--- src/logic/dshc_pkg.sv ---
// package for deep sleep / hibernate power control
package dshc_pkg;
	localparam int REGULATOR_FREQUENCY_FIELD_W             = 2;
	localparam int GAIN_W             = 4;
	localparam int LEVEL_W            = 4;
	localparam logic [1:0] REGULATOR_FREQUENCY_FIELD_OFF   = 2'h0;
	localparam logic [1:0] REGULATOR_FREQUENCY_FIELD_RST   = 2'h3;
	localparam logic [3:0] LEVEL_RST  = 4'h9;
	localparam logic [3:0] GAIN_RST   = 4'h0;
	localparam int LEVEL_STEP_MV      = 50;
	localparam int CLK_MHZ            = 20;
	localparam int SETTLE_US          = 100;
	localparam int SETTLE_CYC         = SETTLE_US * CLK_MHZ;
	localparam int RESET_HOLD_CYC     = 16;

	typedef enum logic [2:0] {
		DSHC_FULLON,
		DSHC_ACTIVE,
		DSHC_DEEP,
		DSHC_HIBER,
		DSHC_RAMP,
		DSHC_RESET
	} dshc_mode_t;

	// voltage regulator control contents, kept across hibernate except the frequency field, reset on wake
	typedef struct packed {
		logic               wakeCan;
		logic               wakePin;
		logic               wakeRtc;
		logic               sdramCkeHoldLow;
		logic               bypass;
		logic [LEVEL_W-1:0] level;
		logic [GAIN_W-1:0]  gain;
		logic [REGULATOR_FREQUENCY_FIELD_W-1:0]  regulator_frequency_field;
	} dshc_vrctl_t;

	typedef struct packed {
		logic canWake;
		logic pinWake;
		logic rtcWake;
		logic rtcIrq;
	} dshc_events_t;

	localparam dshc_vrctl_t VRCTL_RST = '{
		wakeCan: 1'b0, wakePin: 1'b0, wakeRtc: 1'b0, sdramCkeHoldLow: 1'b0,
		bypass: 1'b0, level: LEVEL_RST, gain: GAIN_RST, regulator_frequency_field: REGULATOR_FREQUENCY_FIELD_RST};
endpackage : dshc_pkg

--- src/logic/dshc_deep_sleep_hibernate_control.sv ---
// deep sleep and hibernate power-mode sequencer
//
// Operation
// deep sleep stops core and system clocks
// deep sleep denies async peripherals resource access
// leave deep sleep only by reset/rtc irq
// rtc irq in deep sleep goes active
// reset in deep sleep resets, then full-on
// frequency field zero enters hibernate, supply off
// hibernate tri-states external pins
// can wake-up restarts regulator
// low general wake pin requests wake-up
// rtc event or reset restarts regulator
// every hibernate wake runs hardware reset
// each wake source needs its enable; the reset pin wakes without one
// control register survives hibernate
// hold sdram clock enable low on wake
// supply level steps of 50 mV
// regulator may be disabled and bypassed
// wakes async-caught, gated, reset until stable
`timescale 1ns/10ps
module dshc_deep_sleep_hibernate_control
	import dshc_pkg::*;
#(
	parameter int SETTLE_CYCLES = SETTLE_CYC
) (
	input  wire logic         clk,
	input  wire logic         srst,
	input  wire logic         porRst,
	input  wire logic         resetPinN,
	input  wire logic         general_wake_n,
	input  wire logic         canWakeReq,
	input  wire logic         rtcWakeEvt,
	input  wire logic         rtcAsyncIrq,
	input  wire logic         deepSleepReq,
	input  wire logic         otherWakeEvt,
	input  wire logic         vrctlWrite,
	input  wire dshc_vrctl_t  vrctlWdata,
	input  wire logic         bypassStrap,
	output logic              core_clock_en,
	output logic              sysClockEn,
	output logic              asyncAccessEn,
	output logic              regulatorOn,
	output logic [LEVEL_W-1:0] internal_supply_level,
	output logic [11:0]       internalSupplyMv,
	output logic              pinDriveEn,
	output logic              sdram_clock_enable,
	output logic              procResetOut,
	output dshc_vrctl_t       voltage_regulator_control,
	output dshc_mode_t        powerMode
);

	localparam int CNT_W = $clog2(SETTLE_CYCLES + RESET_HOLD_CYC + 1);

	typedef struct packed {
		dshc_mode_t   mode;
		dshc_mode_t   afterReset;
		dshc_vrctl_t  vrctl;
		logic [2:0]   rstSync;
		logic [2:0]   gpwSync;
		logic [2:0]   canSync;
		logic [2:0]   rtcSync;
		logic [2:0]   irqSync;
		logic         bypassSeen;
		logic [CNT_W-1:0] cnt;
		logic         coreEn;
		logic         sysEn;
		logic         asyncEn;
		logic         regOn;
		logic         pinsEn;
		logic         cke;
		logic         procRst;
		logic [11:0]  mv;
	} dshc_state_t;

	dshc_state_t s_q;
	dshc_state_t s_d;

	function automatic logic agreed(input logic [2:0] sh);
		return sh[1] & sh[2];
	endfunction : agreed

	function automatic logic [11:0] levelToMv(input logic [LEVEL_W-1:0] lvl);
		// 50 mV per step on top of a fixed floor
		return 12'(12'h2bc + 12'(lvl) * 12'(LEVEL_STEP_MV));
	endfunction : levelToMv

	// cke level while the supply ramps and reset is held
	function automatic logic wakeCke(input dshc_vrctl_t vr);
		return ~vr.sdramCkeHoldLow;
	endfunction : wakeCke

	// entry into the reset hold, shared by the full-on/active and deep sleep reset-pin paths
	function automatic dshc_state_t enterReset(input dshc_state_t st);
		dshc_state_t r;
		r = st;
		r.mode = DSHC_RESET;
		r.afterReset = DSHC_FULLON;
		r.cnt = '0;
		r.procRst = 1'b1;
		// drop cke at once when sdramCkeHoldLow is set, so a self-refreshing sdram never sees a glitch
		r.cke = wakeCke(st.vrctl);
		return r;
	endfunction : enterReset

	logic rstLow;
	logic gpwLow;
	logic canEvt;
	logic rtcEvt;
	logic irqEvt;
	logic hibWake;
	dshc_events_t seenEvt;
	dshc_events_t armedEvt;

	always_comb begin
		rstLow = agreed(s_q.rstSync);
		gpwLow = agreed(s_q.gpwSync);
		canEvt = agreed(s_q.canSync);
		rtcEvt = agreed(s_q.rtcSync);
		irqEvt = agreed(s_q.irqSync);
		// reset pin needs no enable: it must always bring the part back
		hibWake = armedEvt.canWake
			| armedEvt.pinWake
			| armedEvt.rtcWake
			| rstLow;
	end

	// synced levels gathered, then the three wake sources masked by the retained enables
	always_comb begin
		seenEvt.canWake = canEvt;
		seenEvt.pinWake = gpwLow;
		seenEvt.rtcWake = rtcEvt;
		seenEvt.rtcIrq = irqEvt;
		armedEvt.canWake = seenEvt.canWake & s_q.vrctl.wakeCan;
		armedEvt.pinWake = seenEvt.pinWake & s_q.vrctl.wakePin;
		armedEvt.rtcWake = seenEvt.rtcWake & s_q.vrctl.wakeRtc;
		// the interrupt only matters in deep sleep, never gated
		armedEvt.rtcIrq = seenEvt.rtcIrq;
	end

	always_comb begin
		s_d = s_q;
		// pins sampled through three flops, second and third must agree
		s_d.rstSync = {s_q.rstSync[1:0], ~resetPinN};
		s_d.gpwSync = {s_q.gpwSync[1:0], ~general_wake_n};
		s_d.canSync = {s_q.canSync[1:0], canWakeReq};
		s_d.rtcSync = {s_q.rtcSync[1:0], rtcWakeEvt};
		s_d.irqSync = {s_q.irqSync[1:0], rtcAsyncIrq};
		s_d.mv = levelToMv(s_q.vrctl.level);

		unique case (s_q.mode)
			DSHC_FULLON, DSHC_ACTIVE: begin
				s_d.coreEn = 1'b1;
				s_d.sysEn = 1'b1;
				s_d.asyncEn = 1'b1;
				s_d.regOn = ~s_q.vrctl.bypass;
				s_d.pinsEn = 1'b1;
				s_d.cke = 1'b1;
				s_d.procRst = 1'b0;
				if (rstLow) begin
					s_d = enterReset(s_d);
				end else if (vrctlWrite) begin
					s_d.vrctl = vrctlWdata;
					if (vrctlWdata.regulator_frequency_field == REGULATOR_FREQUENCY_FIELD_OFF) begin
						s_d.mode = DSHC_HIBER;
						s_d.coreEn = 1'b0;
						s_d.sysEn = 1'b0;
						s_d.asyncEn = 1'b0;
						s_d.regOn = 1'b0;
						s_d.pinsEn = 1'b0;
						s_d.cke = ~vrctlWdata.sdramCkeHoldLow;
					end
				end else if (deepSleepReq) begin
					s_d.mode = DSHC_DEEP;
					s_d.coreEn = 1'b0;
					s_d.sysEn = 1'b0;
					s_d.asyncEn = 1'b0;
				end
			end
			DSHC_DEEP: begin
				// otherWakeEvt deliberately unused here: only two exits
				s_d.coreEn = 1'b0;
				s_d.sysEn = 1'b0;
				s_d.asyncEn = 1'b0;
				if (rstLow) begin
					s_d = enterReset(s_d);
				end else if (irqEvt) begin
					s_d.mode = DSHC_ACTIVE;
					s_d.coreEn = 1'b1;
					s_d.sysEn = 1'b1;
					s_d.asyncEn = 1'b1;
				end
			end
			DSHC_HIBER: begin
				s_d.coreEn = 1'b0;
				s_d.sysEn = 1'b0;
				s_d.asyncEn = 1'b0;
				s_d.regOn = 1'b0;
				s_d.pinsEn = 1'b0;
				s_d.cke = s_q.cke;
				if (hibWake) begin
					s_d.mode = DSHC_RAMP;
					s_d.regOn = ~s_q.vrctl.bypass;
					s_d.procRst = 1'b1;
					s_d.cnt = '0;
					s_d.afterReset = DSHC_FULLON;
					s_d.vrctl.regulator_frequency_field = REGULATOR_FREQUENCY_FIELD_RST;
				end
			end
			DSHC_RAMP: begin
				// reset stays active until the supply settles
				s_d.procRst = 1'b1;
				s_d.cke = wakeCke(s_q.vrctl);
				s_d.cnt = s_q.cnt + 1'b1;
				if (s_q.cnt == CNT_W'(SETTLE_CYCLES - 1)) begin
					s_d.mode = DSHC_RESET;
					s_d.cnt = '0;
				end
			end
			DSHC_RESET: begin
				s_d.procRst = 1'b1;
				s_d.pinsEn = 1'b1;
				s_d.regOn = ~s_q.vrctl.bypass;
				s_d.cke = wakeCke(s_q.vrctl);
				s_d.cnt = s_q.cnt + 1'b1;
				if (s_q.cnt >= CNT_W'(RESET_HOLD_CYC - 1) && !rstLow) begin
					s_d.mode = s_q.afterReset;
					s_d.procRst = 1'b0;
					s_d.coreEn = 1'b1;
					s_d.sysEn = 1'b1;
					s_d.asyncEn = 1'b1;
					s_d.cke = 1'b1;
					s_d.cnt = '0;
				end
			end
			default: begin
				s_d.mode = DSHC_RESET;
				s_d.cnt = '0;
			end
		endcase
		// strap read once per hard reset; later reset-pin holds keep the bit
		if (s_q.mode == DSHC_RESET && !s_q.bypassSeen) begin
			s_d.bypassSeen = 1'b1;
			if (bypassStrap) begin
				s_d.vrctl.bypass = 1'b1;
			end
		end
	end

	always_ff @(posedge clk) begin
		if (srst || porRst) begin
			s_q.mode <= DSHC_RESET;
			s_q.afterReset <= DSHC_FULLON;
			// power-on loads VRCTL_RST into the control register; srst alone keeps it
			s_q.vrctl <= porRst ? VRCTL_RST : s_q.vrctl;
			s_q.rstSync <= '0;
			s_q.gpwSync <= '0;
			s_q.canSync <= '0;
			s_q.rtcSync <= '0;
			s_q.irqSync <= '0;
			s_q.bypassSeen <= 1'b0;
			s_q.cnt <= '0;
			s_q.coreEn <= 1'b0;
			s_q.sysEn <= 1'b0;
			s_q.asyncEn <= 1'b0;
			s_q.regOn <= 1'b1;
			s_q.pinsEn <= 1'b1;
			s_q.cke <= 1'b0;
			s_q.procRst <= 1'b1;
			s_q.mv <= '0;
		end else begin
			s_q <= s_d;
		end
	end

	always_comb begin
		core_clock_en = s_q.coreEn;
		sysClockEn = s_q.sysEn;
		asyncAccessEn = s_q.asyncEn;
		regulatorOn = s_q.regOn;
		internal_supply_level = s_q.vrctl.level;
		internalSupplyMv = s_q.mv;
		pinDriveEn = s_q.pinsEn;
		sdram_clock_enable = s_q.cke;
		procResetOut = s_q.procRst;
		voltage_regulator_control = s_q.vrctl;
		powerMode = s_q.mode;
	end

endmodule : dshc_deep_sleep_hibernate_control

--- config.mk ---
export PLATFORM = sky130hd
export DESIGN_NAME = dshc_deep_sleep_hibernate_control
export DESIGN_NICKNAME = d
export VERILOG_FILES = /design/src/logic/dshc_pkg.sv /design/src/logic/dshc_deep_sleep_hibernate_control.sv
export SDC_FILE = /design/constraint.sdc
export NUM_CORES = 1
export LEC_CHECK = 0
export BUFFER_PORTS_ARGS = -buffer_cell sky130_fd_sc_hd__buf_4
export CAP_MARGIN = 15
export CORE_MARGIN = 2
export CORE_UTILIZATION = 40
export DETAILED_ROUTE_END_ITERATION = 10
export HOLD_SLACK_MARGIN = 0.05
export MAX_ROUTING_LAYER = met4
export SKIP_CTS_REPAIR_TIMING = 1
export SLEW_MARGIN = 20
export SYNTH_ARGS = -nofsm -noshare
export SYNTH_HDL_FRONTEND = slang
export SYNTH_SLANG_ARGS = --single-unit
--- constraint.sdc ---
create_clock -name clk -period 2.1 [get_ports clk]
set_input_delay 0.105 -clock clk [delete_from_list [all_inputs] [get_ports clk]]
set_output_delay 0.105 -clock clk [all_outputs]
set_load 0.01 [all_outputs]
==> results.py <==
metrics = {
    "critical_path": {
        "reg2reg_from": "internal_supply_level[1]",
        "crit_required_ns": 2.31,
        "crit_arrival_ns": 2.25,
        "r2r_cells": 9,
        "cpPeakStageDelay_ns": 0.46,
        "crit_chain": "inv_1, ha_4, ha_1, a21oi_1, nor2b_2, xnor2_2, nor2_1, xor2_1, nor2_1",
        "worstPathMaxFanout": 4,
        "cpMaxStageDelayCell": "edfxtp_1",
        "rr_endpoint": "internalSupplyMv[9]",
        "r2r_slack_ns": 0.06,
        "cp_num_buf_inv": 1,
        "cp_top_family": "adder cells",
        "cpMostUsedCell": "nor2_1",
        "cp-start-kind": "flip-flop",
        "worstSetupPathType": "reg2reg",
        "end_kind": "flip-flop",
    },
    "die": {
        "die_height_um": 91.9,
        "ios": 68,
        "coreArea_um2": 7610,
        "die_w_um": 91.9,
        "rows": 32,
        "initial_core_util_pct": 40.6,
        "die-area_um2": 8450,
    },
    "drt": {
        "highest_layer": "met4",
        "first_pass_iters": 4,
        "wl_met1_mm": 3.03,
        "wl_per_cell_um": 13.8,
        "antenna_left": 0,
        "vias": 2508,
        "drt_iter0_markers": 126,
        "drc": 0,
        "routed_via_density": 5.00,
        "wirelength_mm": 6.91,
        "wl_met3_um": 327,
        "route.met2.wl_mm": 3.52,
    },
    "synthesis": {
        "syn_inst": 333,
        "synth.distinct_cells": 52,
        "synth-async-reset-ratio_pct": 0,
        "synthFlopType": "dfxtp_1",
        "postSynthAreaPerCell_um2": 9.28,
        "synth-edff-count": 15,
        "synth-seq-area-share_pct": 43.7,
        "synth_area_um2": 3090,
        "yosys_warnings": 0,
        "ys_seq_elements": 60,
    },
    "power_and_ir_drop": {
        "ir_worst_vdd_uv": 420,
        "p_leak_uw": 0.00173,
        "p_per_area_nw_per_um2": 635,
        "power_uw": 2520,
    },
    "timing": {
        "fin_crit_ns": 2.04,
        "setup_violations": 0,
        "worst_clock_skew_ns": 0.00799,
        "tns_ns": 0,
        "period_share_pct": 97.0,
        "finalHoldViolations": 0,
        "timing.hold.ws_ns": 0.0720,
        "slew_viol_final": 0,
        "fmax_mhz": 491,
    },
    "global_routing": {
        "grt_max_degree": 34,
        "grt_pass1_wl_mm": 11.1,
        "antenna_found_initial": 0,
        "grt_pass1_vias": 2336,
        "grt_usage_pct": 17.2,
        "gr-total-overflow": 0,
    },
    "min_path": {
        "min_delay_worst_endpoint": "voltage_regulator_control[13]",
        "whs_path_depth": 2,
        "min_path_type": "in2reg",
        "hp-start": "vrctlWdata[13]",
    },
    "clock_tree": {
        "clock_latency_ns": 0.33,
        "cts.sinks": 60,
        "cts_buffers": 9,
        "cts_max_path_buffers": 2,
        "htreeDepth": 3,
        "path_clk_slew_ns": 0.07,
        "cts_root_buf": "clkbuf_8",
        "cts_tree": "done",
    },
    "placed_design": {
        "gp_congestion": 0.883,
        "portBuffers": 64,
        "hpwlAfterDp_mm": 5.08,
        "dp.cells": 476,
    },
    "final_layout": {
        "final_cells": 502,
        "finish.utilization_pct": 52.2,
        "antenna_cells": 0,
        "drive_gt1_share_pct": 32.0,
        "synthToLayoutAreaGrowth_pct": 28.3,
        "fin_nets": 437,
        "nFillCells": 726,
    },
    "job": {
        "maxCapViolCount": 0,
    },
    "outcome": {
        "status": "completed",
    },
}
-- report_power, final --
part	internal, uW	switching [uW]	total, uW
clock	524	437	961
combinational	171	148	319
sequential	1220	18.0	1240
-- sequential cells by signal, indices dropped and copies added (netlist names) --
signal,count
voltage_regulator_control,11
sdram_clock_enable,1
core_clock_en,1
s_q,27
internal_supply_level,4
regulatorOn,1
pinDriveEn,1
powerMode,3
internalSupplyMv,10
procResetOut,1
-- cell usage after synthesis, types with 2 or more instances --
master	instances	area [um2]
nand2_1	19	71.3
inv_1	6	22.5
o21a_1	2	15.0
nor2_1	27	101
a21oi_1	19	95.1
o21ai_1	2	10.0
nor3b_1	2	15.0
xnor2_1	4	35.0
a32oi_1	2	17.5
nand3_1	14	70.1
clkbuf_1	9	33.8
edfxtp_1	15	450
or3_1	3	18.8
nand3b_1	2	15.0
o31ai_1	5	37.5
o21ai_0	13	65.1
buf_4	36	270
or4_1	2	15.0
xor2_1	10	87.6
nor3_1	3	15.0
nand2b_1	4	25.0
and3_1	15	93.8
buf_2	2	10.0
a31oi_1	5	31.3
nand4_1	5	31.3
and2_1	21	131
dfxtp_1	45	901
mux2i_1	3	30.0
ha_1	14	175
o211ai_1	2	15.0
-- stage by stage --
step	cell area (um2)	setup slack, ns
finish	3970	0.0623
global route	3970	-0.0346
CTS	3790	-0.0309
detailed placement	3600	-0.0270
global placement	3600	0.0135
floorplan	3120	0.0376
-- cells in the final DEF (no fill, tap or decap), types with 4 or more instances in the layout --
cell type	instances
a21oi_1	17
a31oi_1	4
nand4_1	5
dfxtp_1	45
nand2_1	19
ha_1	9
nor2_1	26
inv_1	6
edfxtp_1	15
o21ai_0	13
clkbuf_8	10
xor2_1	9
and2_1	21
and3_1	15
buf_4	90
o31ai_1	5
nand3_1	14
nand2b_1	4
dlygate4sd3_1	7
-- final cells by class --
class                   instances  area [um2]  share of cell area (%)
inverters                       7        26.3                   0.662
well taps                     102         128                    3.22
clock inverters                 4        21.3                   0.536
repair buffers                 98         766                    19.3
multi-input cells             219        1510                    38.0
flip-flops and latches         60        1350                    34.1
clock buffers                  12         166                    4.19
-- per-layer routing --
metal	global-route usage [%]	vias up
li1	-	1256
met1	21.1	1185
met2	27.5	63
met3	5.09	4
met4	5.35	0
met5	-	-
-- how the worst max path moves through the flow --
| stage | startpoint | endpoint | slack (ns) | cells past startpoint |
|---|---|---|---|---|
| 6_report | internal_supply_level[1] | internalSupplyMv[9] | 0.06 | 9 |
| 5_1_grt | internal_supply_level[1] | internalSupplyMv[9] | -0.03 | 9 |
| 4_1_cts | internal_supply_level[1] | internalSupplyMv[9] | -0.03 | 8 |
| 3_5_place_dp | internal_supply_level[1] | internalSupplyMv[9] | -0.03 | 8 |
| 3_3_place_gp | internal_supply_level[1] | internalSupplyMv[9] | 0.01 | 8 |
| 2_1_floorplan | internal_supply_level[1] | internalSupplyMv[9] | 0.04 | 7 |
-- logic make-up after synthesis --
logic type,synth area share (%)
AOI/OAI and AO/OA,12.1
xor gates and xnor gates,3.97
adders and majority gates,6.31
buffers and inverters,11.1
DFF,43.7
muxes,0.971
other,0.121
and+or+nand+nor,21.7
Power figures use the tool's default switching activity.
